--- src/pin_function_pkg.sv ---
package pin_function_pkg;
  localparam int NPIN  = 14;
  localparam int NFUNC = 33;
  localparam int NIRQ  = 4;

  // pin slots
  localparam logic [3:0] PIN_A2 = 4'h0;
  localparam logic [3:0] PIN_A3 = 4'h1;
  localparam logic [3:0] PIN_B0 = 4'h2;
  localparam logic [3:0] PIN_B1 = 4'h3;
  localparam logic [3:0] PIN_B2 = 4'h4;
  localparam logic [3:0] PIN_B3 = 4'h5;
  localparam logic [3:0] PIN_B4 = 4'h6;
  localparam logic [3:0] PIN_B5 = 4'h7;
  localparam logic [3:0] PIN_B6 = 4'h8;
  localparam logic [3:0] PIN_B7 = 4'h9;
  localparam logic [3:0] PIN_D3 = 4'ha;
  localparam logic [3:0] PIN_D4 = 4'hb;
  localparam logic [3:0] PIN_D5 = 4'hc;
  localparam logic [3:0] PIN_D6 = 4'hd;
  localparam logic [3:0] REG_NONE = 4'hf;

  // register indexes; byte address is four times the index
  localparam logic [31:0] IDX_PORT_A_PIN2 = 32'h0008c192;
  localparam logic [31:0] IDX_PORT_A_PIN3 = 32'h0008c193;
  localparam logic [31:0] IDX_PORT_B_PIN0 = 32'h0008c198;
  localparam logic [31:0] IDX_PORT_B_PIN1 = 32'h0008c199;
  localparam logic [31:0] IDX_PORT_B_PIN2 = 32'h0008c19a;
  localparam logic [31:0] IDX_PORT_B_PIN3 = 32'h0008c19b;
  localparam logic [31:0] IDX_PORT_B_PIN4 = 32'h0008c19c;
  localparam logic [31:0] IDX_PORT_B_PIN5 = 32'h0008c19d;
  localparam logic [31:0] IDX_PORT_B_PIN6 = 32'h0008c19e;
  localparam logic [31:0] IDX_PORT_B_PIN7 = 32'h0008c19f;
  localparam logic [31:0] IDX_PORT_D_PIN3 = 32'h0008c1ab;
  localparam logic [31:0] IDX_PORT_D_PIN4 = 32'h0008c1ac;
  localparam logic [31:0] IDX_PORT_D_PIN5 = 32'h0008c1ad;
  localparam logic [31:0] IDX_PORT_D_PIN6 = 32'h0008c1ae;
  localparam logic [NPIN-1:0][31:0] REG_INDEX = {
    IDX_PORT_D_PIN6, IDX_PORT_D_PIN5, IDX_PORT_D_PIN4, IDX_PORT_D_PIN3,
    IDX_PORT_B_PIN7, IDX_PORT_B_PIN6, IDX_PORT_B_PIN5, IDX_PORT_B_PIN4,
    IDX_PORT_B_PIN3, IDX_PORT_B_PIN2, IDX_PORT_B_PIN1, IDX_PORT_B_PIN0,
    IDX_PORT_A_PIN3, IDX_PORT_A_PIN2};

  // register fields and reset values
  localparam int         PSEL_LSB   = 0;
  localparam int         PSEL_MSB   = 4;
  localparam int         IRQ_INPUT_ENABLE_BIT   = 6;
  localparam logic [4:0] PSEL_RESET = 5'h00;
  localparam logic       IRQ_INPUT_ENABLE_RESET = 1'b0;

  // selection codes
  localparam logic [4:0] SEL_HIZ       = 5'h00;
  localparam logic [4:0] SEL_TIMER     = 5'h01;
  localparam logic [4:0] SEL_EXT_CLOCK = 5'h02;
  localparam logic [4:0] SEL_TIMER_ALT = 5'h03;
  localparam logic [4:0] SEL_CONTROL   = 5'h07;
  localparam logic [4:0] SEL_ADC       = 5'h09;
  localparam logic [4:0] SEL_SERIAL_A  = 5'h0a;
  localparam logic [4:0] SEL_SERIAL_B  = 5'h0b;
  localparam logic [4:0] SEL_SERIAL_C  = 5'h0c;
  localparam logic [4:0] SEL_I2C       = 5'h0f;

  // peripheral function slots
  localparam logic [5:0] F_TIMER0_IO_A = 6'h00;
  localparam logic [5:0] F_TIMER0_IO_B = 6'h01;
  localparam logic [5:0] F_TIMER0_IO_C = 6'h02;
  localparam logic [5:0] F_TIMER0_IO_D = 6'h03;
  localparam logic [5:0] F_TIMER1_IO_A = 6'h04;
  localparam logic [5:0] F_TIMER1_IO_B = 6'h05;
  localparam logic [5:0] F_TIMER2_IO_A = 6'h06;
  localparam logic [5:0] F_TIMER2_IO_B = 6'h07;
  localparam logic [5:0] F_TIMER3_IO_A = 6'h08;
  localparam logic [5:0] F_TIMER3_IO_C = 6'h09;
  localparam logic [5:0] F_TIMER5_CAPTURE_W = 6'h0a;
  localparam logic [5:0] F_TIMER_EXT_CLOCK_A = 6'h0b;
  localparam logic [5:0] F_TIMER_EXT_CLOCK_B = 6'h0c;
  localparam logic [5:0] F_TIMER_EXT_CLOCK_C = 6'h0d;
  localparam logic [5:0] F_TIMER_EXT_CLOCK_D = 6'h0e;
  localparam logic [5:0] F_CLOCK_ACCURACY_REFERENCE_IN = 6'h0f;
  localparam logic [5:0] F_OUTPUT_DISABLE_REQUEST_8 = 6'h10;
  localparam logic [5:0] F_ADC_SAMPLING_MONITOR = 6'h11;
  localparam logic [5:0] F_ADC_EXTERNAL_TRIGGER = 6'h12;
  localparam logic [5:0] F_ADC_CONVERSION_STATUS = 6'h13;
  localparam logic [5:0] F_SERIAL5_FLOW = 6'h14;
  localparam logic [5:0] F_SERIAL5_RECEIVE = 6'h15;
  localparam logic [5:0] F_SERIAL5_TRANSMIT = 6'h16;
  localparam logic [5:0] F_SERIAL5_CLOCK = 6'h17;
  localparam logic [5:0] F_SERIAL1_TRANSMIT = 6'h18;
  localparam logic [5:0] F_SERIAL1_RECEIVE = 6'h19;
  localparam logic [5:0] F_SERIAL1_CLOCK = 6'h1a;
  localparam logic [5:0] F_SERIAL1_FLOW = 6'h1b;
  localparam logic [5:0] F_SERIAL12_FLOW = 6'h1c;
  localparam logic [5:0] F_SERIAL12_TRANSMIT = 6'h1d;
  localparam logic [5:0] F_SERIAL12_CLOCK = 6'h1e;
  localparam logic [5:0] F_I2C0_CLOCK_LINE = 6'h1f;
  localparam logic [5:0] F_I2C0_DATA_LINE = 6'h20;
  localparam logic [5:0] F_NONE = 6'h3f;

  // interrupt request outputs, vector bit per line
  localparam int IRQ2_BIT = 0;
  localparam int IRQ3_BIT = 1;
  localparam int IRQ4_BIT = 2;
  localparam int IRQ5_BIT = 3;

  localparam logic [1:0] RESP_OKAY   = 2'h0;
  localparam logic [1:0] RESP_SLVERR = 2'h2;

  typedef struct packed {
    logic        awvalid;
    logic [31:0] awaddr;
    logic        wvalid;
    logic [31:0] wdata;
    logic [3:0]  wstrb;
    logic        bready;
    logic        arvalid;
    logic [31:0] araddr;
    logic        rready;
  } axi_req_s;

  typedef struct packed {
    logic        awready;
    logic        wready;
    logic        bvalid;
    logic [1:0]  bresp;
    logic        arready;
    logic        rvalid;
    logic [31:0] rdata;
    logic [1:0]  rresp;
  } axi_rsp_s;

  typedef struct packed {
    logic [NPIN-1:0][4:0] psel;
    logic [NPIN-1:0]      irq_input_enable;
    logic                 aw_held;
    logic [31:0]          awaddr;
    logic                 w_held;
    logic [31:0]          wdata;
    logic [3:0]           wstrb;
    axi_rsp_s             rsp;
    logic [NPIN-1:0]      pin_out;
    logic [NPIN-1:0]      pin_oe;
    logic [NFUNC-1:0]     func_i;
    logic [NIRQ-1:0]      irq;
  } state_s;
endpackage : pin_function_pkg

--- src/port_pin_function_selector.sv ---
`timescale 1ns/1ps
module port_pin_function_selector
  import pin_function_pkg::*;
(
  input  wire logic             aclk,
  input  wire logic             aresetn,
  input  wire axi_req_s         axi_req,
  output axi_rsp_s              axi_rsp,
  input  wire logic [NPIN-1:0]  pin_in,
  output logic      [NPIN-1:0]  pin_out,
  output logic      [NPIN-1:0]  pin_oe,
  input  wire logic [NFUNC-1:0] func_o,
  input  wire logic [NFUNC-1:0] func_oe,
  output logic      [NFUNC-1:0] func_i,
  output logic      [NIRQ-1:0]  external_interrupt_request
);

  state_s st;
  state_s next_st;

  // word address match; misaligned or foreign addresses give REG_NONE
  function automatic logic [3:0] reg_lookup(input logic [31:0] addr);
    logic [3:0] hit;
    hit = REG_NONE;
    for (int i = 0; i < NPIN; i++) begin
      if (addr == {REG_INDEX[i][29:0], 2'b00}) begin
        hit = 4'(i);
      end
    end
    return hit;
  endfunction : reg_lookup

  // selection table; unlisted codes map to F_NONE so the pin stays idle
  function automatic logic [5:0] route(input logic [3:0] pin, input logic [4:0] code);
    logic [5:0] f;
    f = F_NONE;
    case (pin)
      PIN_A2: begin
        if (code == SEL_TIMER) f = F_TIMER1_IO_A;
        else if (code == SEL_TIMER_ALT) f = F_TIMER2_IO_B;
        else if (code == SEL_SERIAL_A) f = F_SERIAL5_FLOW;
      end
      PIN_A3: begin
        if (code == SEL_TIMER) f = F_TIMER1_IO_B;
        else if (code == SEL_TIMER_ALT) f = F_TIMER2_IO_A;
        else if (code == SEL_SERIAL_C) f = F_SERIAL12_FLOW;
      end
      PIN_B0: begin
        if (code == SEL_TIMER) f = F_TIMER0_IO_D;
        else if (code == SEL_EXT_CLOCK) f = F_TIMER_EXT_CLOCK_B;
        else if (code == SEL_TIMER_ALT) f = F_TIMER2_IO_A;
        else if (code == SEL_SERIAL_C) f = F_SERIAL12_TRANSMIT;
      end
      PIN_B1: begin
        if (code == SEL_TIMER) f = F_TIMER0_IO_C;
        else if (code == SEL_EXT_CLOCK) f = F_TIMER_EXT_CLOCK_A;
        else if (code == SEL_TIMER_ALT) f = F_TIMER5_CAPTURE_W;
        else if (code == SEL_SERIAL_A) f = F_SERIAL5_RECEIVE;
        else if (code == SEL_I2C) f = F_I2C0_CLOCK_LINE;
      end
      PIN_B2: begin
        if (code == SEL_TIMER) f = F_TIMER0_IO_B;
        else if (code == SEL_EXT_CLOCK) f = F_TIMER_EXT_CLOCK_C;
        else if (code == SEL_ADC) f = F_ADC_SAMPLING_MONITOR;
        else if (code == SEL_SERIAL_A) f = F_SERIAL5_TRANSMIT;
        else if (code == SEL_I2C) f = F_I2C0_DATA_LINE;
      end
      PIN_B3: begin
        if (code == SEL_TIMER) f = F_TIMER0_IO_A;
        else if (code == SEL_CONTROL) f = F_CLOCK_ACCURACY_REFERENCE_IN;
        else if (code == SEL_SERIAL_A) f = F_SERIAL5_CLOCK;
        else if (code == SEL_SERIAL_C) f = F_SERIAL12_CLOCK;
      end
      PIN_B4: begin
        if (code == SEL_CONTROL) f = F_OUTPUT_DISABLE_REQUEST_8;
      end
      PIN_B5: begin
        if (code == SEL_ADC) f = F_ADC_EXTERNAL_TRIGGER;
      end
      PIN_B6: begin
        if (code == SEL_TIMER) f = F_TIMER1_IO_B;
        else if (code == SEL_TIMER_ALT) f = F_TIMER3_IO_A;
        else if (code == SEL_SERIAL_A) f = F_SERIAL5_TRANSMIT;
        else if (code == SEL_SERIAL_B) f = F_SERIAL1_TRANSMIT;
      end
      PIN_B7: begin
        if (code == SEL_TIMER) f = F_TIMER3_IO_C;
        else if (code == SEL_EXT_CLOCK) f = F_TIMER_EXT_CLOCK_D;
        else if (code == SEL_SERIAL_A) f = F_SERIAL5_RECEIVE;
        else if (code == SEL_SERIAL_B) f = F_SERIAL1_RECEIVE;
      end
      PIN_D3: begin
        if (code == SEL_TIMER) f = F_TIMER0_IO_A;
        else if (code == SEL_SERIAL_A) f = F_SERIAL1_TRANSMIT;
      end
      PIN_D4: begin
        if (code == SEL_TIMER) f = F_TIMER0_IO_B;
        else if (code == SEL_SERIAL_A) f = F_SERIAL1_CLOCK;
      end
      PIN_D5: begin
        if (code == SEL_TIMER) f = F_TIMER0_IO_C;
        else if (code == SEL_SERIAL_A) f = F_SERIAL1_RECEIVE;
      end
      PIN_D6: begin
        if (code == SEL_TIMER) f = F_TIMER0_IO_D;
        else if (code == SEL_ADC) f = F_ADC_CONVERSION_STATUS;
        else if (code == SEL_SERIAL_A) f = F_SERIAL1_FLOW;
      end
      default: f = F_NONE;
    endcase
    return f;
  endfunction : route

  logic [3:0]      wr_reg;
  logic [3:0]      rd_reg;
  logic            do_write;
  logic [NPIN-1:0] ien;

  assign wr_reg   = reg_lookup(st.awaddr);
  assign rd_reg   = reg_lookup(axi_req.araddr);
  assign do_write = st.aw_held && st.w_held && !st.rsp.bvalid;
  assign ien      = st.irq_input_enable & pin_in;

  // next state: bus slave, register file, routing and interrupt steering
  always_comb begin
    logic [5:0] f;
    f       = F_NONE;
    next_st = st;

    // write address and data are caught independently, in either order
    if (axi_req.awvalid && st.rsp.awready) begin
      next_st.aw_held     = 1'b1;
      next_st.awaddr      = axi_req.awaddr;
      next_st.rsp.awready = 1'b0;
    end
    if (axi_req.wvalid && st.rsp.wready) begin
      next_st.w_held     = 1'b1;
      next_st.wdata      = axi_req.wdata;
      next_st.wstrb      = axi_req.wstrb;
      next_st.rsp.wready = 1'b0;
    end
    if (do_write) begin
      next_st.aw_held   = 1'b0;
      next_st.w_held    = 1'b0;
      next_st.rsp.bvalid = 1'b1;
      next_st.rsp.bresp = (wr_reg == REG_NONE) ? RESP_SLVERR : RESP_OKAY;
      // only the addressed register changes, and only with its lane strobed
      if (wr_reg != REG_NONE && st.wstrb[0]) begin
        next_st.psel[wr_reg] = st.wdata[PSEL_MSB:PSEL_LSB];
        next_st.irq_input_enable[wr_reg] = st.wdata[IRQ_INPUT_ENABLE_BIT];
      end
    end
    if (st.rsp.bvalid && axi_req.bready) begin
      next_st.rsp.bvalid  = 1'b0;
      next_st.rsp.awready = 1'b1;
      next_st.rsp.wready  = 1'b1;
    end

    // reads answer one cycle after the address is taken
    if (axi_req.arvalid && st.rsp.arready) begin
      next_st.rsp.arready = 1'b0;
      next_st.rsp.rvalid  = 1'b1;
      next_st.rsp.rdata   = '0;
      next_st.rsp.rresp   = (rd_reg == REG_NONE) ? RESP_SLVERR : RESP_OKAY;
      if (rd_reg != REG_NONE) begin
        next_st.rsp.rdata[PSEL_MSB:PSEL_LSB] = st.psel[rd_reg];
        next_st.rsp.rdata[IRQ_INPUT_ENABLE_BIT]          = st.irq_input_enable[rd_reg];
      end
    end else if (st.rsp.rvalid && axi_req.rready) begin
      next_st.rsp.rvalid  = 1'b0;
      next_st.rsp.arready = 1'b1;
    end

    // pin routing; the pin side is registered, so routes lag one cycle
    next_st.func_i = '0;
    for (int p = 0; p < NPIN; p++) begin
      f = route(4'(p), st.psel[p]);
      if (f == F_NONE) begin
        next_st.pin_out[p] = 1'b0;
        next_st.pin_oe[p]  = 1'b0;
      end else begin
        next_st.pin_out[p] = func_o[f];
        next_st.pin_oe[p]  = func_oe[f];
        next_st.func_i[f]  = next_st.func_i[f] | pin_in[p];
      end
    end

    // interrupt steering, independent of the peripheral selection
    next_st.irq[IRQ2_BIT] = ien[PIN_B1] | ien[PIN_D4];
    next_st.irq[IRQ3_BIT] = ien[PIN_B4] | ien[PIN_D5];
    next_st.irq[IRQ4_BIT] = ien[PIN_A2];
    next_st.irq[IRQ5_BIT] = ien[PIN_B7] | ien[PIN_D6];
  end

  // state register; every control field has a reset constant
  always_ff @(posedge aclk) begin
    if (!aresetn) begin
      st             <= '0;
      st.psel        <= {NPIN{PSEL_RESET}};
      st.irq_input_enable        <= {NPIN{IRQ_INPUT_ENABLE_RESET}};
      st.rsp.awready <= 1'b1;
      st.rsp.wready  <= 1'b1;
      st.rsp.arready <= 1'b1;
    end else begin
      st <= next_st;
    end
  end

  assign axi_rsp                    = st.rsp;
  assign pin_out                    = st.pin_out;
  assign pin_oe                     = st.pin_oe;
  assign func_i                     = st.func_i;
  assign external_interrupt_request = st.irq;

  // helper: registers not addressed by the write in flight
  logic [NPIN-1:0]      untouched;
  logic [NPIN-1:0][4:0] keep_mask;
  always_comb begin
    untouched = '1;
    if (wr_reg != REG_NONE) untouched[wr_reg] = 1'b0;
    // one mask bit per selection bit, so each mask slice lines up with its pin
    for (int i = 0; i < NPIN; i++) keep_mask[i] = {5{untouched[i]}};
  end
endmodule : port_pin_function_selector

--- config.mk ---
export PLATFORM = sky130hd
export DESIGN_NAME = port_pin_function_selector
export DESIGN_NICKNAME = d
export VERILOG_FILES = /design/src/pin_function_pkg.sv /design/src/port_pin_function_selector.sv
export SDC_FILE = /design/constraint.sdc
export NUM_CORES = 1
export LEC_CHECK = 0
export ABC_AREA = 1
export BUFFER_PORTS_ARGS = -buffer_cell sky130_fd_sc_hd__buf_2
export CAP_MARGIN = 10
export CORE_ASPECT_RATIO = 1.1
export CORE_MARGIN = 3
export CORE_UTILIZATION = 54
export DETAILED_ROUTE_END_ITERATION = 7
export HOLD_SLACK_MARGIN = 0.02
export PLACE_DENSITY_LB_ADDON = 0.08
export SLEW_MARGIN = 15
export SYNTH_ARGS = -nofsm -noshare
export SYNTH_HDL_FRONTEND = slang
export SYNTH_SLANG_ARGS = --single-unit
export TNS_END_PERCENT = 5
--- constraint.sdc ---
create_clock -name aclk -period 2.6 [get_ports aclk]
set_input_delay 0.52 -clock aclk [delete_from_list [all_inputs] [get_ports aclk]]
set_output_delay 0.52 -clock aclk [all_outputs]
set_load 0.02 [all_outputs]
[Word level (Yosys, flattened, before mapping)]
Memory sizes are Yosys's and may differ from the RTL's.
Index checks and enable logic that the tools add are counted.
Operators by class
  magnitude comparators: 31
  mux-type cells: 225
  reduce and logical (&&, ||, !) cells: 42
  bitwise operators: 20
  equal/unequal tests: 89
Operators by type and width (number)
  32-bit by 22-bit == test with 1-bit output (second input constant): 28
  33-bit 2-to-1 mux: 14
  33-bit bitwise mux: 13
  6-bit 2-to-1 mux: 42
  1-bit binary-select mux with 6-bit select: 41
  4-bit 2-to-1 mux: 28
  5-bit by 4-bit == test with 1-bit output (second input constant): 20
  6-bit by 7-bit < comparator with 1-bit output (second input constant): 14
  1-bit demux with 6-bit select: 14
  6-bit == test (second input constant): 14
  6-bit by 1-bit greater-or-equal comparator with 1-bit output (second input constant): 14
  70-bit bitwise mux: 1
  5-bit by 1-bit == test with 1-bit output (second input constant): 12
  1-bit 2-to-1 mux: 59
  5-bit by 2-bit == test with 1-bit output (second input constant): 9
  33-bit AND: 1
  2-bit OR reduction: 16
  1-bit logical AND: 23
  5-bit binary-select mux with 4-bit select: 1
  5-bit demux with 4-bit select: 1
  5-bit 2-to-1 mux: 4
  1-bit bitwise OR: 17
  14-bit AND: 1
  14-bit bitwise mux: 1
  other kinds (12): 19
Word-level totals
  memories kept: 1
  memory bits (read-only): 64
  logic and storage cells: 466
  register bits after elaboration: 206
  input bits: 187
Memory list
  (no name shown): depth 64, bits a word 1, read ports 1, clocked after Yosys merged registers in 0, write ports 0, line port_pin_function_selector.sv:184  | next_st.func_i[f] = next_st.func_i[f] | pin_in[p];

[Depth between registers and ports, before layout]
Gate-level depths: netlist of the first run.
  word-level depth: 75
  mapped depth: 19
  depth with buffers taken out: 19

[Worst setup path after synthesis of the first run]
No wires, ideal clock.
  path type: input-to-reg
  from: input port axi_req[2] in the netlist's numbering
  to: register st (netlist bit axi_rsp[6])
  buffers on the path: 1
  setup slack: 0.319 ns
  cell stages on the path: 19
  setup time: 0.109 ns
  required time: 2.491 ns
  arrival: 2.172 ns
  cell sequence: nor2_1 nand2_1 nor2_1 nand2_1 nor2_1 nand2_1 nand3_1 nor2_1 nand4_2 buf_4 nand2_1 o21ai_0 nand2_1 nand3_1 nand2_1 nand2_1 nand3_1 nand2_1 inv_1
Between the ends
  cells in the longest elaborated chain, start to end: 18
  elaborated cells between the ends (all ways): 32
  classes of those cells: 15 x eq/ne; 17 x mux
Ends and longest elaborated chain
  start: declaration: line port_pin_function_selector.sv:7  | input wire axi_req_s axi_req,
  32-bit by 22-bit == test with 1-bit output: line port_pin_function_selector.sv:26  | if (addr == {REG_INDEX[i][29:0], 2'b00}) begin
  4-bit 2-to-1 mux (13 in a row): line port_pin_function_selector.sv:26
  4-bit 2-to-1 mux (*): line port_pin_function_selector.sv:26
  5-bit binary-select mux with 4-bit select: line port_pin_function_selector.sv:166  | next_st.rsp.rdata[PSEL_MSB:PSEL_LSB] = st.psel[rd_reg];
  5-bit 2-to-1 mux (not written as such): line port_pin_function_selector.sv:166
  5-bit 2-to-1 mux (*): line port_pin_function_selector.sv:165  | if (rd_reg != REG_NONE) begin
  end signal: assignment: line port_pin_function_selector.sv:205  | st <= next_st;
  end: declaration: line port_pin_function_selector.sv:18  | state_s st;
Every way passes the cells marked *; elsewhere a longest branch is shown, timed or not. The select of a mux whose other input is x is not followed.
A chain may end at the register's enable or synchronous reset.

[Worst setup path in the final report of the first run]
  from: register st[163] in the netlist's numbering
  to: register st[186] in the netlist's numbering
Between the ends
  cells in the longest elaborated chain, start to end: 20
  elaborated cells between the ends (all ways): 37
  classes of those cells: 2 x order compare; 15 x eq/ne; 17 x mux; 3 x reduce/logical
Ends and longest elaborated chain
  32-bit by 22-bit == test with 1-bit output: line port_pin_function_selector.sv:26
  4-bit 2-to-1 mux (13 in a row): line port_pin_function_selector.sv:26
  4-bit 2-to-1 mux (*): line port_pin_function_selector.sv:26
  4-bit by 5-bit < comparator with 1-bit output or 4-bit by 1-bit greater-or-equal comparator with 1-bit output (tied branches)
  1-bit logical AND
  1-bit 2-to-1 mux
  1-bit demux with 4-bit select
  14-bit bitwise mux: line port_pin_function_selector.sv:150  | next_st.irq_input_enable[wr_reg] = st.wdata[IRQ_INPUT_ENABLE_BIT];
Every way passes the cells marked *; elsewhere a longest branch is shown, timed or not.

==> results of run 1 <==
[layout by cell type (no fill, tap or decap), drive strengths merged, types with 3 or more instances in the layout]
cell,count
nand4,56
inv,214
nand2,326
a21oi,75
clkinv,4
buf,315
o221ai,5
o21ai,126
clkbuf,30
a211oi,45
nor2,352
dfxtp,203
nand3,134
nor4,9
a31oi,6
a22oi,5
conb,28
nor3,32
o22ai,5
clkinvlp,3
o211ai,16
nand3b,3
[kinds of logic after synthesis]
group / after synthesis / share of synthesized area (%)
AO/OA/AOI/OAI: 292 / 14.3
buffers and inverters: 382 / 16.2
flip-flops: 203 / 34.2
other: 1 / 0.0315
AND/OR/NAND/NOR: 914 / 35.2
[stage by stage]
stage                     setup TNS, ps  hold slack (ps)  worst slack (ps)  cell area, sq um  total power [mW]
after global routing              -1040              206             -98.8             13900              7.45
after CTS                             0              186              17.6             13800              7.24
after detailed placement           -344              443             -75.4             13100              3.91
after global placement             -103              433             -37.2             13100              3.90
after floorplan                       0              423               319             12000              3.68
final                                 0              200               125             13900              7.22
[state kept, by name, indices dropped and copies added, names as in the netlist]
| name | flops |
|---|---|
| pin_out | 14 |
| pin_oe | 14 |
| axi_rsp | 13 |
| external_interrupt_request | 4 |
| func_i | 33 |
| st | 125 |
[worst max-delay path, cell delays in order (launching register included)]
cell     delay, ps
dfxtp_1        310
inv_2           50
nand2_1         50
nor3_2         120
nand3_2        100
nor2_4         170
inv_1          150
o21ai_4        230
nor2_4         110
nand2_1         90
nor2_2          50
nand3_2         90
nand3_4        140
buf_4          190
nor2_4         220
nand3_1        120
nand2_1        100
nor2_1          40
[final cells by class]
cell class	count	share of cell area [%]
Clock buffer	30	4.75
Tap cell	290	2.60
Sequential cell	203	29.2
Clock inverter	11	0.952
Timing Repair Buffer	315	13.4
Inverter	212	5.82
Multi-Input combinational cell	1235	43.3
[report_power, final]
group          leakage (nW)  internal (mW)  switching [mW]  total, mW
Clock                 0.385           2.01            1.36       3.37
Combinational          4.40          0.206           0.423      0.629
Sequential             1.65           3.18          0.0411       3.22
[what timing repair did]
item / 4_1_cts / 5_1_grt
setup endpoints to repair: 0 / 59
buffers inserted: 0 / 6
resized for setup: 0 / 11
[how the worst max path moves through the flow]
stage	slack [ps]	depth (start not counted)	startpoint	to
final	130	17	st[163]$_SDFFE_PN0P_	st[186]$_SDFFE_PN0P_
after global routing	-100	17	st[163]$_SDFFE_PN0P_	st[186]$_SDFFE_PN0P_
after CTS	20	14	st[169]$_SDFFE_PN0P_	st[244]$_SDFFE_PN0P_
after detailed placement	-80	18	axi_req[14]	axi_rsp[2]$_SDFFE_PN0P_
after global placement	-40	16	axi_req[9]	axi_rsp[5]$_SDFFE_PN0P_
after floorplan	320	19	axi_req[2]	axi_rsp[6]$_SDFFE_PN0P_
[metal layers]
metal  wire length [um]  vias to the layer above  part of all wire, %
li1                   -                     6126                    -
met4               1530                        2                  3.9
met3               3080                      111                  7.9
met2              18900                      564                   49
met1              15400                     5692                   40
met5                 13                        -                0.033
==> impl_metrics.ini, run 1 <==
[floorplan]
start_util_pct = 55.3
dieArea_sq_um = 23800
boundaryPins = 293
die_x_um = 148
rows = 56
core_area_sq_um = 21500
die_h_um = 162

[synthesis]
syn_area_sq_um = 11900
avgSynthCellArea_sq_um = 6.64
synth_commonest_cells = nor2_1 (335), nand2_1 (314), inv_1 (205), dfxtp_1 (203), o21ai_0 (122)
synth_edf_count = 0
synthCells = 1792
yosysTopAreaCell = dfxtp_1
yosysSeqAreaShare_pct = 34.2
yosysMostFrequentCell = nor2_1
synth_top_area_share_pct = 34.2
synth.ff_latch_count = 203
ys.flop_type = dfxtp_1
synth_cell_types = 51
yosys_warnings = 0
yosys-top-cells-area = dfxtp_1 (34%), nor2_1 (11%), nand2_1 (9.9%)
synthArstFlopShare_pct = 0

[cts]
holdBufCountCts = 0
path_clk_slew_ps = 60
htreeDepth = 1
root_buffer = clkbuf_16
cts_buffers = 23
cts_tree = built
clkLatencyLatePin_ps = 520
clock_sinks = 203
clockBufferDepth = 3

[routing]
num_vias = 12500
drc = 0
drtPass1Iterations = 5
viasPerCell = 5.44
drt_iter0_drc = 912
wire_per_inst_um = 16.9
wl_um = 38900
ant_nets = 0

[global_route]
globalRouteMet3Util_pct = 4.77
use_met1_pct = 38.5
grt_start_max_net_pins = 105
grt-ovfl-total = 0
antenna_found_initial = 1
top_usage_layer = met2
grt_use_met2_pct = 55.2
grt_usage_pct = 31.2
grt_pass1_wl_um = 59900
first_global_vias = 11500

[timing]
min_period_ps = 2470
fin_crit_sh_pct = 95.2
hold_viol_final = 0
slew_viol_final = 0
worstMarginPinSlew_ps = 814
setup_violations = 0
max_clock_freq_ghz = 0.404
fin_worst_skew_ps = 21.5
rsz0062_at_grt = true
slew_headroom_pct = 45.7

[job]
drv_cap = 0

[cells_and_area]
multi_input_area_sq_um = 6030
drive_gt1_share_pct = 21.5
syn_to_final_growth_pct = 17.2
nets = 2177
layout.area.seq_sq_um = 4060
fin_cells = 2296
fin_util_pct = 64.8
diodes = 0
fillCellCount = 2068

[critical_path]
r2r-end = st[186]$_SDFFE_PN0P_
end_kind = flop
worstPathMaxFanout = 12
critical_path_class = flop to flop
required_ps = 3000
cp-start-kind = flop
worstPathArrival_ps = 2880
rr_worst_depth = 17
reg2reg_from = st[163]$_SDFFE_PN0P_
reg2reg_slack_ps = 130

[min_path]
hold_depth = 3
whs_endpoint = pin_out[4]$_SDFF_PP0_
worstHoldStart = func_o[32]
worstHoldPathType = input port to flop

[power]
p_per_area_nw_per_um2 = 518
p_leak_nw = 6.43
vdd.ir_drop.worst_uv = 581

[placed_design]
io_buffers = 235
gp_congestion = 0.954
dp.cells = 2248
dp_hpwl_um = 30100

[outcome]
outcome = complete, no violations
Power figures use the tool's default switching activity.
==> inputs of run 2 (changes only) <==
Settings changed: RECOVER_POWER from default to 100.
==> impl_metrics.ini, run 2 (synthesized netlist as in run 1, its figures left out) <==
[cts]
root_buffer = clkbuf_16
clkLatencyLatePin_ps = 520
cts_tree = built
cts_buffers = 23
clock_sinks = 203
holdBufCountCts = 0
path_clk_slew_ps = 60
clockBufferDepth = 3
htreeDepth = 1

[floorplan]
core_area_sq_um = 21500
die_h_um = 162
start_util_pct = 55.3
boundaryPins = 293
rows = 56
die_x_um = 148
dieArea_sq_um = 23800

[global_route]
grt-ovfl-total = 0
first_global_vias = 11500
grt_use_met2_pct = 55.2
grt_usage_pct = 31.2
globalRouteMet3Util_pct = 4.77
grt_start_max_net_pins = 105
antenna_found_initial = 1
top_usage_layer = met2
grt_pass1_wl_um = 59900
use_met1_pct = 38.5

[timing]
setup_violations = 0
slew_headroom_pct = -1.43
worstMarginPinSlew_ps = 1520
min_period_ps = 2480
max_clock_freq_ghz = 0.403
fin_worst_skew_ps = 22.0
fin_crit_sh_pct = 95.5
timing.setup.tns_ps = 0
layout_setup_ws_ps = 117
slew_viol_final = 44
hold_viol_final = 0
rsz0062_at_grt = true

[placed_design]
place_ws_ps = -75.4
placed_area_sq_um = 13100
io_buffers = 235
dp_hpwl_um = 30100
gp_congestion = 0.954

[critical_path]
cp_slowest_stage_delay_ps = 310
worstPathMaxFanout = 12
startpoint = st[163]$_SDFFE_PN0P_
critical_path_class = flop to flop
r2r-end = st[186]$_SDFFE_PN0P_
rr_worst_depth = 18
worstPathArrival_ps = 2880
end_kind = flop
setup.worst_path.end = st[186]$_SDFFE_PN0P_
slowest_stage = dfxtp_1
reg2reg_from = st[163]$_SDFFE_PN0P_
cp-start-kind = flop
cp_common_cell = nand2_1
critical_path.cell_chain = inv_2 > nand2_1 > nor3_2 > nand3_2 > nor2_4 > buf_4 > nand2_1 > o21ai_4 > nor2_4 > nand2_1 > nor2_2 > nand3_2 > nand3_4 > buf_4 > nor2_4 > nand3_1 > nand2_1 > nor2_1
required_ps = 3000
reg2reg_slack_ps = 120

[routing]
wl_um = 39100
drtPass1Iterations = 6
wire_per_inst_um = 17.0
drt_iter0_drc = 1049
drc = 0
viasPerCell = 5.45
num_vias = 12500
ant_nets = 0

[cells_and_area]
largest-register = st
final_common_cell = nor2_1
diodes = 0
largest_reg_flops = 125
final_cell_mix = nor2_1 (334), nand2_1 (314), inv_1 (204)
nets = 2177
fin_area_sq_um = 13800
multi_input_area_sq_um = 6030
fillCellCount = 2120
layout.area.seq_sq_um = 4060
drive_gt1_share_pct = 17.1
syn_to_final_growth_pct = 15.9

[power]
switching_power_mw = 1.83
comb_power_share_pct = 8.6
p_leak_nw = 6.06
seqPwrFrac_pct = 44.7
vdd.ir_drop.worst_uv = 581
p_clk_share_pct = 46.7
p_int_mw = 5.39
sw_frac_of_total_pct = 25.3
p_per_area_nw_per_um2 = 523

[job]
drv_cap = 1

[min_path]
hold_depth = 3
worstHoldPathType = input port to flop

[outcome]
violations = capacitance limit, slew limit
outcome = finished, violations left
[run 2: final cells by class]
cell class              count  area share, %
multi-input cells        1235           43.8
repair buffers            315           12.5
clock buffers              30           4.80
inverters                 212           5.88
clock inverters            11          0.962
well taps                 290           2.63
flip-flops and latches    203           29.5
[run 2: worst max-delay path, delay by kind of cell (launching register included)]
family	cells	cell delay [ps]
flops	1	310
compound gates	1	120
buf+inv	3	380
simple gates	14	1520
[run 2: worst min-delay path by stage]
stage	start	end	slack, ps
after floorplan	st[163]$_SDFFE_PN0P_	st[163]$_SDFFE_PN0P_	420
after global placement	st[163]$_SDFFE_PN0P_	st[163]$_SDFFE_PN0P_	430
after detailed placement	st[163]$_SDFFE_PN0P_	st[163]$_SDFFE_PN0P_	440
after CTS	func_o[32]	pin_out[4]$_SDFF_PP0_	190
after global routing	func_oe[32]	pin_oe[4]$_SDFF_PP0_	210
final	func_o[32]	pin_out[4]$_SDFF_PP0_	200
[run 2: per-layer routing]
metal,up-vias,routed length [um]
li1,6128,-
met1,5708,15500
met2,556,19000
met3,112,3010
met4,2,1520
met5,-,13
[run 2: power groups by stage]
| stage | combinational (mW) | clock [mW] | sequential [mW] |
|---|---|---|---|
| global route | 0.683 | 3.53 | 3.23 |
| CTS | 0.623 | 3.40 | 3.22 |
| global placement | 0.614 | 0 | 3.29 |
| floorplan | 0.400 | 0 | 3.28 |
| finish | 0.620 | 3.37 | 3.22 |
| detailed placement | 0.621 | 0 | 3.29 |
[run 2: what timing repair did]
action / CTS / global route
endpoints found under the setup margin: 0 / 59
resized for setup: 0 / 11
setup buffers: 0 / 6
[run 2: stage by stage]
step	hold WS, ps	util, %	power (mW)	cells
after floorplan	423	-	3.68	1819
after CTS	186	64.4	7.24	2289
final	200	64.1	7.22	2296
after global routing	206	64.1	7.44	2296
after global placement	433	60.7	3.90	2248
after detailed placement	443	60.7	3.91	2248
